--- src/ileave_pkg.sv ---
// package: shared constants of the convolutional interleaver
// assumes: imported whole by every module of the block
package ileave_pkg;
    // configuration limits
    localparam int MAX_W = 256;
    localparam int MAX_B = 256;
    localparam int FIFO_DEPTH = 16;
    localparam int DLY_W = 16;
    localparam int ADDR_W = 12;
    // register byte addresses
    localparam logic [ADDR_W-1:0] CTRL_ADDR = 12'h000;
    localparam logic [ADDR_W-1:0] STAT_ADDR = 12'h004;
    localparam logic [ADDR_W-1:0] CNT_ADDR = 12'h008;
    // control fields and reset values
    localparam int CTRL_DEINT = 0;
    localparam int CTRL_RUN = 1;
    localparam int CTRL_RESTART = 2;
    localparam logic CTRL_DEINT_RST = 1'b0;
    localparam logic CTRL_RUN_RST = 1'b1;
    // status fields
    localparam int STAT_BR_LSB = 0;
    localparam int STAT_LVL_LSB = 8;
    localparam int STAT_ARR = 16;
    localparam logic [31:0] CNT_RST = 32'h0000_0000;
endpackage : ileave_pkg

--- src/stream_if.sv ---
// interface: valid/ready word stream between block modules
// assumes: both ends on the same clock
`timescale 1ns/100ps
interface stream_if #(parameter int W = 8);
    logic valid;
    logic ready;
    logic [W-1:0] data;
    modport src (output valid, output data, input ready);
    modport snk (input valid, input data, output ready);
endinterface : stream_if

--- src/sym_fifo.sv ---
// sym_fifo: flip-flop FIFO with valid/ready on both sides
// assumes: one clock, async active-low reset, any depth from 2 up
`timescale 1ns/100ps
module sym_fifo
    import ileave_pkg::*;
#(
    parameter int W = 8,
    parameter int DEPTH = FIFO_DEPTH
) (
    // clock and reset
    input wire logic clk,
    input wire logic rst_b,
    // streams
    stream_if.snk in_s,
    stream_if.src out_s,
    // fill level
    output logic [$clog2(DEPTH+1)-1:0] level
);
    localparam int AW = $clog2(DEPTH);
    localparam int LW = $clog2(DEPTH+1);

    logic [W-1:0] mem [DEPTH];
    logic [AW-1:0] wp_r, wp_nxt, rp_r, rp_nxt;
    logic [LW-1:0] cnt_r, cnt_nxt;
    logic in_rdy_r, in_rdy_nxt;
    logic push, pop;

    // wrap works for depths that are not powers of two
    function automatic logic [AW-1:0] next_idx(input logic [AW-1:0] p);
        return (int'(p) == DEPTH-1) ? '0 : p + 1'b1;
    endfunction : next_idx

    assign in_s.ready = in_rdy_r;
    assign out_s.valid = (cnt_r != '0);
    assign out_s.data = mem[rp_r];
    assign level = cnt_r;

    // pointer and level update
    always_comb begin
        push = in_s.valid && in_rdy_r;
        pop = out_s.ready && (cnt_r != '0);
        wp_nxt = push ? next_idx(wp_r) : wp_r;
        rp_nxt = pop ? next_idx(rp_r) : rp_r;
        cnt_nxt = cnt_r + LW'(push) - LW'(pop);
        in_rdy_nxt = (int'(cnt_nxt) != DEPTH); // registered, so no comb path
    end

    always_ff @(posedge clk or negedge rst_b) begin
        if (!rst_b) begin
            wp_r <= '0;
            rp_r <= '0;
            cnt_r <= '0;
            in_rdy_r <= 1'b0;
        end else begin
            wp_r <= wp_nxt;
            rp_r <= rp_nxt;
            cnt_r <= cnt_nxt;
            in_rdy_r <= in_rdy_nxt;
        end
    end

    // storage carries no reset
    always_ff @(posedge clk) begin
        if (push) begin
            mem[wp_r] <= in_s.data;
        end
    end
endmodule : sym_fifo

--- src/branch_store.sv ---
// branch_store: word storage for all branch delay lines
// assumes: one slot per stored symbol, read before write in a cycle
`timescale 1ns/100ps
module branch_store
    import ileave_pkg::*;
#(
    parameter int W = 8,
    parameter int DEPTH = 8,
    parameter int AW = 3
) (
    // clock
    input wire logic clk,
    // shared slot port
    input wire logic we,
    input wire logic [AW-1:0] addr,
    input wire logic [W-1:0] wdata,
    output logic [W-1:0] rdata
);
    logic [W-1:0] mem [DEPTH];

    // old word read out while the new one goes in
    assign rdata = mem[addr];

    // no reset: stored symbols survive a commutator reset
    always_ff @(posedge clk) begin
        if (we) begin
            mem[addr] <= wdata;
        end
    end
endmodule : branch_store

--- src/conv_ileave.sv ---
// conv_ileave: convolutional interleaver / deinterleaver with APB control
// assumes: din/vin from same-clock logic, APB master on clk, one clock
// assumes: MAXD at least the longest branch delay in use
`timescale 1ns/100ps
module conv_ileave
    import ileave_pkg::*;
#(
    parameter int W = 8,
    parameter int NB = 4,
    parameter int STEP = 2,
    parameter bit USE_ARRAY = 1'b0,
    parameter logic [NB*DLY_W-1:0] DELAYS = '0,
    parameter int MAXD = ((NB-1)*STEP > 0) ? (NB-1)*STEP : 1
) (
    // clock and reset
    input wire logic clk,
    input wire logic rst_b,
    // apb slave
    input wire logic psel,
    input wire logic penable,
    input wire logic pwrite,
    input wire logic [ADDR_W-1:0] paddr,
    input wire logic [31:0] pwdata,
    output logic [31:0] prdata,
    output logic pready,
    output logic pslverr,
    // symbol input
    input wire logic [W-1:0] din,
    input wire logic vin,
    output logic din_rdy,
    // symbol output
    output logic [W-1:0] dout,
    output logic vout
);
    // storage holds NB rows of MAXD slots, one row per branch
    localparam int BW = (NB > 1) ? $clog2(NB) : 1;
    localparam int PW = (MAXD > 1) ? $clog2(MAXD) : 1;
    localparam int SD = NB * MAXD;
    localparam int SAW = (SD > 1) ? $clog2(SD) : 1;
    localparam int LW = $clog2(FIFO_DEPTH+1);

    // commutator and delay-line state
    logic [BW-1:0] branch_r, branch_nxt;
    logic [PW-1:0] ptr_r [NB];
    logic [PW-1:0] ptr_nxt [NB];
    logic [W-1:0] dout_r, dout_nxt;
    logic vout_r, vout_nxt;
    logic [31:0] cnt_r, cnt_nxt;
    logic take;
    logic we;
    int cur_dly;
    logic [SAW-1:0] slot;
    logic [W-1:0] rd_data;
    logic [LW-1:0] level;

    // control registers and bus answer
    logic deint_r, deint_nxt;
    logic run_r, run_nxt;
    // restart is a one-cycle strobe from a ctrl write
    logic restart;
    logic [31:0] prdata_r, prdata_nxt;
    logic pready_r, pready_nxt;
    logic pslverr_r, pslverr_nxt;
    logic setup, acc_wr;
    logic [31:0] rd_val;

    // buffer side and core side of the input fifo
    stream_if #(.W(W)) fi ();
    stream_if #(.W(W)) fo ();

    // delay of branch k; array delays override the mode
    function automatic int delay_of(input logic [BW-1:0] k, input logic deint);
        if (USE_ARRAY) begin
            return int'(DELAYS[int'(k)*DLY_W +: DLY_W]);
        end else if (deint) begin
            return (NB - 1 - int'(k)) * STEP;
        end else begin
            return int'(k) * STEP;
        end
    endfunction : delay_of

    // known register offsets
    function automatic logic addr_hit(input logic [ADDR_W-1:0] a);
        return (a == CTRL_ADDR) || (a == STAT_ADDR) || (a == CNT_ADDR);
    endfunction : addr_hit

    // input side: vin-qualified words enter the buffer
    assign fi.valid = vin;
    assign fi.data = din;
    assign din_rdy = fi.ready;
    // stalling the drain lets the buffer fill and push back on upstream
    assign fo.ready = run_r;

    // the buffer decouples upstream from a stalled core
    sym_fifo #(
        .W(W),
        .DEPTH(FIFO_DEPTH)
    ) u_fifo (
        .clk(clk),
        .rst_b(rst_b),
        .in_s(fi),
        .out_s(fo),
        .level(level)
    );

    // one slot per branch and position; MAXD must cover the longest delay
    assign slot = SAW'(int'(branch_r) * MAXD + int'(ptr_r[branch_r]));

    branch_store #(
        .W(W),
        .DEPTH(SD),
        .AW(SAW)
    ) u_store (
        .clk(clk),
        .we(we),
        .addr(slot),
        .wdata(fo.data),
        .rdata(rd_data)
    );

    // next commutator, pointer and output values
    always_comb begin
        take = fo.valid && run_r;
        cur_dly = delay_of(branch_r, deint_r);
        ptr_nxt = ptr_r;
        branch_nxt = branch_r;
        dout_nxt = dout_r;
        vout_nxt = take;
        cnt_nxt = cnt_r;
        we = 1'b0;
        if (take) begin
            // same branch feeds storage and output
            we = (cur_dly > 0);
            dout_nxt = (cur_dly > 0) ? rd_data : fo.data;
            if (cur_dly > 0) begin
                // a pointer beyond a shortened delay after a mode change wraps
                ptr_nxt[branch_r] = (int'(ptr_r[branch_r]) + 1 >= cur_dly) ?
                    '0 : ptr_r[branch_r] + 1'b1;
            end
            branch_nxt = (int'(branch_r) == NB-1) ? '0 : branch_r + 1'b1;
            cnt_nxt = cnt_r + 32'h0000_0001;
        end
        // restart wins over the step; a symbol taken with it still lands
        if (restart) begin
            branch_nxt = '0;
        end
    end

    // register the datapath state; storage itself is never cleared
    always_ff @(posedge clk or negedge rst_b) begin
        if (!rst_b) begin
            branch_r <= '0;
            ptr_r <= '{default: '0};
            dout_r <= '0;
            vout_r <= 1'b0;
            cnt_r <= CNT_RST;
        end else begin
            branch_r <= branch_nxt;
            ptr_r <= ptr_nxt;
            dout_r <= dout_nxt;
            vout_r <= vout_nxt;
            cnt_r <= cnt_nxt;
        end
    end

    // outputs straight from their registers
    assign dout = dout_r;
    assign vout = vout_r;

    // read mux
    always_comb begin
        rd_val = '0;
        case (paddr)
            CTRL_ADDR: begin
                rd_val[CTRL_DEINT] = deint_r;
                rd_val[CTRL_RUN] = run_r;
            end
            STAT_ADDR: begin
                rd_val[STAT_BR_LSB +: BW] = branch_r;
                rd_val[STAT_LVL_LSB +: LW] = level;
                rd_val[STAT_ARR] = USE_ARRAY;
            end
            CNT_ADDR: begin
                rd_val = cnt_r;
            end
            default: begin
                rd_val = '0;
            end
        endcase
    end

    // apb: answer one cycle after setup; writes land in the access cycle
    always_comb begin
        setup = psel && !penable;
        acc_wr = psel && penable && pready_r && pwrite;
        pready_nxt = setup;
        pslverr_nxt = setup && !addr_hit(paddr);
        prdata_nxt = (setup && !pwrite) ? rd_val : '0;
        deint_nxt = deint_r;
        run_nxt = run_r;
        restart = 1'b0;
        // writes to read-only or unmapped offsets are dropped
        if (acc_wr && paddr == CTRL_ADDR) begin
            deint_nxt = pwdata[CTRL_DEINT];
            run_nxt = pwdata[CTRL_RUN];
            restart = pwdata[CTRL_RESTART]; // self-clearing
        end
    end

    // control and bus answer registers
    always_ff @(posedge clk or negedge rst_b) begin
        if (!rst_b) begin
            deint_r <= CTRL_DEINT_RST;
            run_r <= CTRL_RUN_RST;
            prdata_r <= '0;
            pready_r <= 1'b0;
            pslverr_r <= 1'b0;
        end else begin
            deint_r <= deint_nxt;
            run_r <= run_nxt;
            prdata_r <= prdata_nxt;
            pready_r <= pready_nxt;
            pslverr_r <= pslverr_nxt;
        end
    end

    // bus answer registers to the ports
    assign prdata = prdata_r;
    assign pready = pready_r;
    assign pslverr = pslverr_r;
endmodule : conv_ileave

--- config.mk ---
export PLATFORM = sky130hd
export DESIGN_NAME = conv_ileave
export DESIGN_NICKNAME = d
export VERILOG_FILES = /design/src/ileave_pkg.sv /design/src/stream_if.sv /design/src/sym_fifo.sv /design/src/branch_store.sv /design/src/conv_ileave.sv
export SDC_FILE = /design/constraint.sdc
export NUM_CORES = 1
export LEC_CHECK = 0
export BUFFER_PORTS_ARGS = -buffer_cell sky130_fd_sc_hd__buf_4
export CAP_MARGIN = 40
export CORE_MARGIN = 3
export CORE_UTILIZATION = 30
export DETAILED_ROUTE_END_ITERATION = 8
export GPL_TIMING_DRIVEN = 0
export PLACE_DENSITY = 0.48
export SYNTH_ARGS = -nofsm -noshare
export SYNTH_HDL_FRONTEND = slang
export SYNTH_HIERARCHICAL = 1
export SYNTH_SLANG_ARGS = --single-unit
--- constraint.sdc ---
create_clock -name clk -period 4.25 [get_ports clk]
set_clock_uncertainty 0.1 [all_clocks]
set_input_delay 0.6375 -clock clk [delete_from_list [all_inputs] [get_ports clk]]
set_output_delay 0.6375 -clock clk [all_outputs]
set_load 0.005 [all_outputs]
==> run metrics, run 1 <==
Routed WL=40,000 um; Synth cell types=57; reg2reg start=branch_r[0]$_DFFE_PN0P_; Synth Area in Compound Gates=0.0286; Final Cycle Share=0.956; setup violators final=0; worst min path class=in -> async; simple-gate share of the synthesized area=0.0747; routability cong.=0.786; share of post-route cells with drive strength above 1=0.266; Setup Buffers After CTS=0; DP Wirelength=27,000 um; number of max-cap violations=0; Cell Pwr Density=452 nW/um^2; vias in the first global route=roughly 9,400; xor and xnor area share after synthesis=0.0211; CTS root buf=clkbuf_16; CTS clk-pin slew, worst paths=0.06 ns; DR DRC count=0; die width=247 um; setup TNS=0 ns; fmax=246 MHz; Total Routing Usage GR=0.131; Hold Slack=0.0346 ns; via/cell ratio=4.75; Slew Limit Fails=0; PnR worst setup slack=between 0.15 and 0.2 ns; commonest cells in the netlist=320 x edfxtp_1, 104 x dfrtp_1, 57 x mux4_2; gr ovfl total=0; R2R depth=7; sequential cell area fraction in the yosys report=0.702; Mapped Nets=1,079; EDFF count, synth=between 300 and 400; Mapped Cells=997; H-tree lvl count=2; global-route wire length before repair=~60,000 um; Crit. Startpoint=branch_r[0]$_DFFE_PN0P_; element type at the critical path start=flop; relative slew slack=0.429; Clock Latency Late Sink=0.55 ns; FILL cells=5,315; I/O Buffers=71; Synth Warn #=6; main combinational cell family by area after synthesis=multiplexers; outcome=finished clean; Yosys top cell area share=0.551; VDD IR max=0.414 mV; Area growth syn-to-layout=18.6%; maximum buffer depth of the clock tree=3; Die ar.=~60,000 um^2; I/O Pins=102; critical path required time=roughly 4.3 ns; 1st-iter DRT viols=560; Seq cells post-synth=425; top-count cell post-synth=edfxtp_1; routed length per instance=20.8 um; Crit path arrival time=4.14 ns; largest net degree at the start of global routing=56; Final ANT Viol Nets=0; Yosys top cell by area=edfxtp_1; critical path class=reg -> reg; Fin. Hold Viols=0; Chip Height=roughly 250 um; CTS Buf Count=45; syn_area_per_cell=17.5 um^2; Detailed Routing Iterations Pass 1=5; largest fanout on the critical path=10; Floorplan Core Area=between 50,000 and 60,000 um^2; top post-synthesis cells by area=edfxtp_1 55%, dfrtp_1 15%, mux4_2 7.4%, mux2i_1 2.6%, mux4_1 2.1%; ys flop type=edfxtp_1; Final min period=4.06 ns; CTS tree=done; mux cell area share after synthesis=0.137; initial core utilization=0.306; setup repair after global routing missed its margin=false; r2r setup slk=0.19 ns; Synth Area in Adders=0.0181; Leakage Power=0.00755 uW; vias=9,148; Mapped Area=17,400 um^2; Core Rows=87; final net count=1,213; initial antenna violation count=0; dpl ws=-0.246 ns; Async SR Flop Fraction=0.247; Worst-Margin Slew=0.853 ns; CTS Sinks=425; endpoint class of the critical path=flop
## stage by stage
step	cell area, um^2	power [uW]	cells	util
2_1_floorplan	17400	5250	997	-
3_3_place_gp	18900	5530	1824	0.332
3_5_place_dp	19100	5580	1840	0.336
4_1_cts	20600	9460	1923	0.362
5_1_grt	20700	9720	1923	0.363
6_report	20700	9330	1924	0.363
## registers in the layout, indices dropped and copies added (netlist names)
name and cells:
vout 1, branch_r 2, u_fifo/in_s.ready 1, dout 8
u_store/mem 192, prdata 32, cnt_r 32, pslverr 1
u_fifo/level 5, u_fifo/rp_r 4, pready 1, deint_r 1
fo.ready 1, u_fifo/mem 128, ptr_r 12, u_fifo/wp_r 4
## worst paths after layout
path | to
worst max-delay path | u_store/mem[4][7]$_DFFE_PP_
worst min-delay path | ptr_r[3]$_DFFE_PN0P_
worst max register to register | u_store/mem[4][7]$_DFFE_PP_
worst min register to register | cnt_r[31]$_DFFE_PN0P_
max in group asynchronous | fo.ready$_DFFE_PN1P_
min in group clk | branch_r[0]$_DFFE_PN0P_
## logic make-up after synthesis
family / count (synthesis)
AO/OA/AOI/OAI: 78
XOR/XNOR: 42
adder cells (fa/ha/maj): 24
buffers and inverters: 60
flip-flops: 425
multiplexers: 141
AND/OR/NAND/NOR: 227
## critical path: stages (launching register included)
cell and delay (ns):
dfrtp_2 0.47, buf_6 0.19, mux4_2 0.58, ha_1 0.24, fa_1 0.71, or3b_2 0.48, clkbuf_1 0.20, nor2_1 0.70
## per-layer routing
metal / part of all wire / global-route usage / vias to the layer above
met5: 0 / 0 / -
met4: 0.020 / 0.0326 / 0
met3: 0.041 / 0.0230 / 63
met2: 0.47 / 0.209 / 163
met1: 0.46 / 0.186 / 4759
li1: - / - / 4163
## layout by cell type (no fill, tap or decap), types with 4 or more instances in the layout
| cell type | n |
|---|---|
| buf_2 | 15 |
| clkbuf_16 | 47 |
| nand4_1 | 7 |
| mux4_2 | 57 |
| or3b_2 | 4 |
| o22ai_1 | 5 |
| and3_1 | 9 |
| mux2_2 | 23 |
| nand3_1 | 24 |
| nor2b_1 | 12 |
| buf_4 | 81 |
| a32oi_1 | 8 |
| nand2_1 | 41 |
| nand3b_1 | 6 |
| dfrtp_1 | 103 |
| nor3_1 | 10 |
| a21o_1 | 4 |
| and4_1 | 4 |
| xor2_1 | 19 |
| nor2_2 | 15 |
| edfxtp_1 | 320 |
| nor4_1 | 10 |
| inv_1 | 17 |
| buf_8 | 5 |
| xnor2_1 | 21 |
| o21ai_2 | 8 |
| nor3b_1 | 4 |
| clkbuf_1 | 23 |
| ha_1 | 22 |
| mux4_1 | 14 |
| and2_1 | 39 |
| mux2i_1 | 45 |
| a22oi_1 | 20 |
| clkinv_2 | 13 |
| nor2_1 | 25 |
| o21ai_0 | 11 |
| buf_6 | 9 |
| a21oi_1 | 17 |
| clkinv_1 | 5 |
## power breakdown
part	switching, uW	internal (uW)
combinational	436	258
clock	1600	2260
sequential	90.1	4690
total	2130	7210
## repair_timing
action                                 4_1_cts  5_1_grt
pin swaps                                    0        1
gates resized for setup                      7       17
setup endpoints to repair                  121      140
hold buffers                                 0        0
endpoints found under the hold margin        0        0
## final cells by class
cell class                 count  area [um^2]  share of cell area
antenna                        1         2.50            0.000121
buffer                        43          251              0.0122
clock buffer                  59         1250              0.0605
clock inverter                24          198             0.00957
inverter                      17         63.8             0.00309
multi-input combinational    512         4980               0.241
sequential                   425        12200               0.592
tap                          756          946              0.0458
timing repair buffer          87          733              0.0355
(Power assumes the default switching activity.)
==> run 2, diff against run 1 <==
Settings changed: ABC_AREA set to 1.
==> run metrics, run 2 <==
Cell Pwr Density=423 nW/um^2; simple-gate share of the synthesized area=0.252; Leakage Power=about 0.0096 uW; Async SR Flop Fraction=0.247; global-route wire length before repair=75,800 um; Area growth syn-to-layout=17.5%; Reg with most FFs=u_store/mem; CTS clk-pin slew, worst paths=0.06 ns; critical path class=reg -> reg; setup repair after global routing missed its margin=true; Slew Limit Fails=0; commonest cells in the netlist=800 x nand2_1, 320 x edfxtp_1, 208 x inv_1; Seq cells post-synth=425; fmax=~250 MHz; xor and xnor area share after synthesis=0.0137; placed cells=2,872; element type at the critical path start=flop; vias=13,200; I/O Buffers=72; CTS root buf=clkbuf_16; gr ovfl total=0; Detailed Routing Iterations Pass 1=5; setup TNS=0 ns; final core utilization=0.360; routed length per instance=16.4 um; outcome=finished clean; H-tree lvl count=2; maximum buffer depth of the clock tree=3; VDD IR max=between 0.3 and 0.4 mV; syn_area_per_cell=9.79 um^2; routability cong.=0.858; Final ANT Viol Nets=0; CP Cell Sequence=buf_6 -> inv_4 -> nand2_1 -> nand3_1 -> nand2_1 -> ha_1 -> fa_1 -> xor2_1 -> inv_1 -> nor3_2 -> inv_1 -> nor2_1; via/cell ratio=4.44; mux cell area share after synthesis=0; commonest non-fill, non-tap cell in the layout=nand2_1; Synth Area in Compound Gates=0.0105; share of post-route cells with drive strength above 1=0.124; largest net degree at the start of global routing=89; R2R depth=12; top-count cell post-synth=nand2_1; relative slew slack=0.412; EDFF count, synth=320; Synth cell types=36; Die ar.=66,700 um^2; Worst-Margin Slew=just under 0.9 ns; endpoint class of the critical path=flop; final net count=approximately 2,200; Core Rows=91; DP Area=~21,000 um^2; number of max-cap violations=0; die width=about 260 um; ys flop type=edfxtp_1; Synth Area in Adders=0.0165; main combinational cell family by area after synthesis=simple AND/OR/NAND/NOR gates; vias in the first global route=12,900; n_diodes=0; Fin. Hold Viols=0; Crit path arrival time=4.11 ns; DP Wirelength=33,600 um; Clock Latency Late Sink=0.60 ns; post-route insts no fill=2,963; slowest cell delay on critical path=0.64 ns; Synth Warn #=6; initial core utilization=0.307; Total Routing Usage GR=0.147; 1st-iter DRT viols=roughly 1,000; Crit. Startpoint=branch_r[0]$_DFFE_PN0P_; sequential cell area fraction in the yosys report=0.641; Mapped Nets=approximately 2,000; largest fanout on the critical path=11; Final Cycle Share=0.943; CTS Buf Count=48; critical path required time=4.35 ns; Mapped Area=19,100 um^2; r2r setup slk=~0.24 ns; Yosys top cell area share=0.503; CTS tree=done; most frequent cells in the layout=800 x nand2_1, 320 x edfxtp_1, 208 x inv_1; Chip Height=258 um; Floorplan Core Area=62,300 um^2; Largest regs=u_store/mem: 192 flops, u_fifo/mem: 128 flops; Yosys top cell by area=edfxtp_1; worst min path class=in -> reg; DR DRC count=0; Routed WL=around 50,000 um; FILL cells=roughly 6,300; top post-synthesis cells by area=edfxtp_1 50%, nand2_1 16%, dfrtp_1 14%, inv_1 4.1%, nand3_1 3.6%; CTS Sinks=425; Final min period=4.01 ns; Slowest-stage cell, CP=nor2_1; Reg2Reg Capture Point=u_store/mem[15][4]$_DFFE_PP_; Worst Setup EP=u_store/mem[15][4]$_DFFE_PP_; initial antenna violation count=0; post-route cell area=between 20,000 and 25,000 um^2; reg2reg start=branch_r[0]$_DFFE_PN0P_; I/O Pins=102; setup violators final=0; Mapped Cells=a little under 2,000; cell depth of the worst min-delay path=2; max reg flops=roughly 190
run 2: changes by cell type after synthesis, moves of 20 or more:
cell,previous run,this run
nand2_1,41,800
inv_1,17,208
nand3_1,24,138
mux4_2,57,0
nor2_1,41,92
mux2i_1,45,0
and2_1,39,1
mux2_2,23,0
nand4_1,7,30
nor3_1,10,33
a22oi_1,20,0
run 2: per-stage QoR:
| step | hold WS [ns] | power [uW] | setup slack [ns] |
|---|---|---|---|
| floorplan | 0.242 | 5250 | 1.10 |
| global placement | 0.369 | 5510 | 0.210 |
| detailed placement | 0.371 | 5560 | 0.143 |
| CTS | 0.0994 | 9620 | 0.126 |
| global route | 0.117 | 9910 | -0.0878 |
| finish | 0.143 | 9490 | 0.244 |
run 2: metal layers:
metal,up-vias,global-route usage,wire [um]
met5,-,0,0
met4,0,0.0465,1260
met3,82,0.0237,2260
met2,262,0.233,22300
met1,6259,0.206,22900
li1,6552,-,-
run 2: final cells by class:
cell class	instances	area (um^2)	share of cell area
sequential	425	12200	0.546
multi-input combinational	1236	5590	0.249
clock buffer	59	1280	0.0572
tap	837	1050	0.0467
inverter	221	832	0.0371
timing repair buffer	86	739	0.0330
buffer	68	443	0.0197
clock inverter	31	255	0.0114
run 2: cells by family after synthesis:
kind of cell,Yosys count
flops,425
xor+xnor,29
buf+inv,289
fa+ha+maj,24
simple gates,1143
compound gates,40
run 2: worst min path at each step:
stage	from	end
floorplan	rst_b	branch_r[0]$_DFFE_PN0P_
global placement	ptr_r[10]$_DFFE_PN0P_	ptr_r[10]$_DFFE_PN0P_
detailed placement	ptr_r[10]$_DFFE_PN0P_	ptr_r[10]$_DFFE_PN0P_
CTS	penable	pready$_DFF_PN0_
global route	penable	pready$_DFF_PN0_
finish	penable	pready$_DFF_PN0_
run 2: worst max-delay path, delay by kind of cell, from the launching register on:
kind	cells	cell delay, ns
AND/OR/NAND/NOR	5	1.42
buffers and inverters	4	0.67
adder cells (fa/ha/maj)	2	0.61
flip-flops	1	0.46
XOR/XNOR	1	0.34
run 2: where the power goes:
part | total [uW] | switching (uW) | internal (uW)
Sequential | 4750 | 73.5 | 4680
Combinational | 710 | 498 | 212
Clock | 4020 | 1690 | 2330
Total | 9490 | 2260 | 7220
run 2: timing repair:
action	4_1_cts	5_1_grt
setup endpoints to repair	0	56
endpoints found under the hold margin	17	0
resized for setup	0	4
hold buffers	1	0
setup buffers	0	0
==> run 3, diff against run 2 <==
Settings changed: MAX_ROUTING_LAYER set to met4.
==> run metrics, run 3 (synthesis results as in run 2) <==
Core Rows=just over 90; critical path class=reg -> reg; worst min path class=in -> reg; maximum buffer depth of the clock tree=3; CTS clk-pin slew, worst paths=0.06 ns; critical path required time=4.35 ns; Final ANT Viol Nets=0; Floorplan Core Area=~62,000 um^2; Crit path arrival time=4.11 ns; die width=about 260 um; Routed WL=48,700 um; number of max-cap violations=0; Fin. Hold Viols=0; Slew Limit Fails=0; share of post-route cells with drive strength above 1=0.125; FILL cells=6,269; Setup Buffers After CTS=0; VDD IR max=0.343 mV; via/cell ratio=4.43; CTS tree=done; CTS root buf=clkbuf_16; post-route insts no fill=2,963; 1st-iter DRT viols=1,031; Final Cycle Share=0.943; fmax=250 MHz; CTS Sinks=425; gr ovfl total=0; Leakage Power=0.00964 uW; initial antenna violation count=0; H-tree lvl count=2; Final min period=4.01 ns; vias in the first global route=approximately 13,000; PnR worst setup slack=0.244 ns; largest fanout on the critical path=11; placed cells=2,872; DP Wirelength=between 30,000 and 40,000 um; max reg flops=192; final net count=about 2,200; initial core utilization=0.307; I/O Buffers=72; total chip power=about 9500 uW; most frequent cells in the layout=800 x nand2_1, 320 x edfxtp_1, 208 x inv_1; Chip Height=about 260 um; endpoint class of the critical path=flop; post-route cell area=22,400 um^2; routability cong.=between 0.8 and 0.9; Die ar.=about 67,000 um^2; setup violators final=0; dpl ws=0.143 ns; global-route wire length before repair=between 70,000 and 80,000 um; element type at the critical path start=flop; I/O Pins=102; n_diodes=0; Reg with most FFs=u_store/mem; Area growth syn-to-layout=17.5%; Largest regs=u_store/mem: 192 flops, u_fifo/mem: 128 flops; final core utilization=0.360; Clock Latency Late Sink=about 0.6 ns; setup repair after global routing missed its margin=true; Cell Pwr Density=423 nW/um^2; outcome=finished clean; Detailed Routing Iterations Pass 1=5; Worst-Margin Slew=0.886 ns; CTS Buf Count=48; multi-input logic area=5590 um^2; Total Routing Usage GR=0.151; DP Area=20,900 um^2; routed length per instance=16.4 um; largest net degree at the start of global routing=89; register area=approximately 12,000 um^2; DR DRC count=0; commonest non-fill, non-tap cell in the layout=nand2_1; vias=13,100; relative slew slack=0.407
## run 3: critical path: stages (launching register included)
cell and delay [ns]:
dfrtp_1 0.46, buf_6 0.18, inv_4 0.11, nand2_1 0.06, nand3_1 0.07, nand2_1 0.11
ha_1 0.23, fa_1 0.38, xor2_1 0.34, inv_1 0.18, nor3_2 0.56, inv_1 0.22
nor2_1 0.62
## run 3: final timing paths
path                            cells after the start               startpoint                            to  slack (ns)
worst max-delay path                               12  branch_r[0]$_DFFE_PN0P_  u_store/mem[12][0]$_DFFE_PP_        0.24
worst min-delay path                                2                  penable              pready$_DFF_PN0_        0.14
worst max register to register                     12  branch_r[0]$_DFFE_PN0P_  u_store/mem[12][0]$_DFFE_PP_        0.24
worst min register to register                      2    ptr_r[10]$_DFFE_PN0P_         ptr_r[10]$_DFFE_PN0P_        0.38
max in group asynchronous                           3                    rst_b         cnt_r[14]$_DFFE_PN0P_        2.96
min in group asynchronous                           2                    rst_b           dout[0]$_DFFE_PN0P_        0.39
## run 3: power by group
part           leakage [uW]  internal [uW]  total, uW  switching, uW
clock network      0.000744           2330       4020           1690
registers           0.00432           4680       4750           73.6
logic               0.00458            212        710            499
total               0.00964           7220       9480           2260
## run 3: timing repair
| item | 4_1_cts | 5_1_grt |
|---|---|---|
| hold buffers | 1 | 0 |
| endpoints found under the hold margin | 17 | 0 |
| gates resized for setup | 0 | 5 |
| endpoints found under the setup margin | 0 | 56 |
## run 3: stage by stage
stage | TNS, ns | hold WS, ns
final | 0 | 0.142
after global routing | -1.29 | 0.117
after CTS | 0 | 0.0994
after detailed placement | 0 | 0.371
after global placement | 0 | 0.369
after floorplan | 0 | 0.242
## run 3: final cells by class
class,count,area share
Buffer,68,0.0197
Clock buffer,59,0.0572
Clock inverter,31,0.0114
Inverter,221,0.0371
Multi-Input combinational cell,1236,0.249
Sequential cell,425,0.546
Tap cell,837,0.0467
Timing Repair Buffer,86,0.0330
## run 3: metal layers
metal,vias to the layer above,global-route usage,wire (um)
met4,0,0.0465,1210
met5,-,-,0
met1,6227,0.206,22900
met3,71,0.0233,2140
li1,6554,-,-
met2,264,0.234,22400
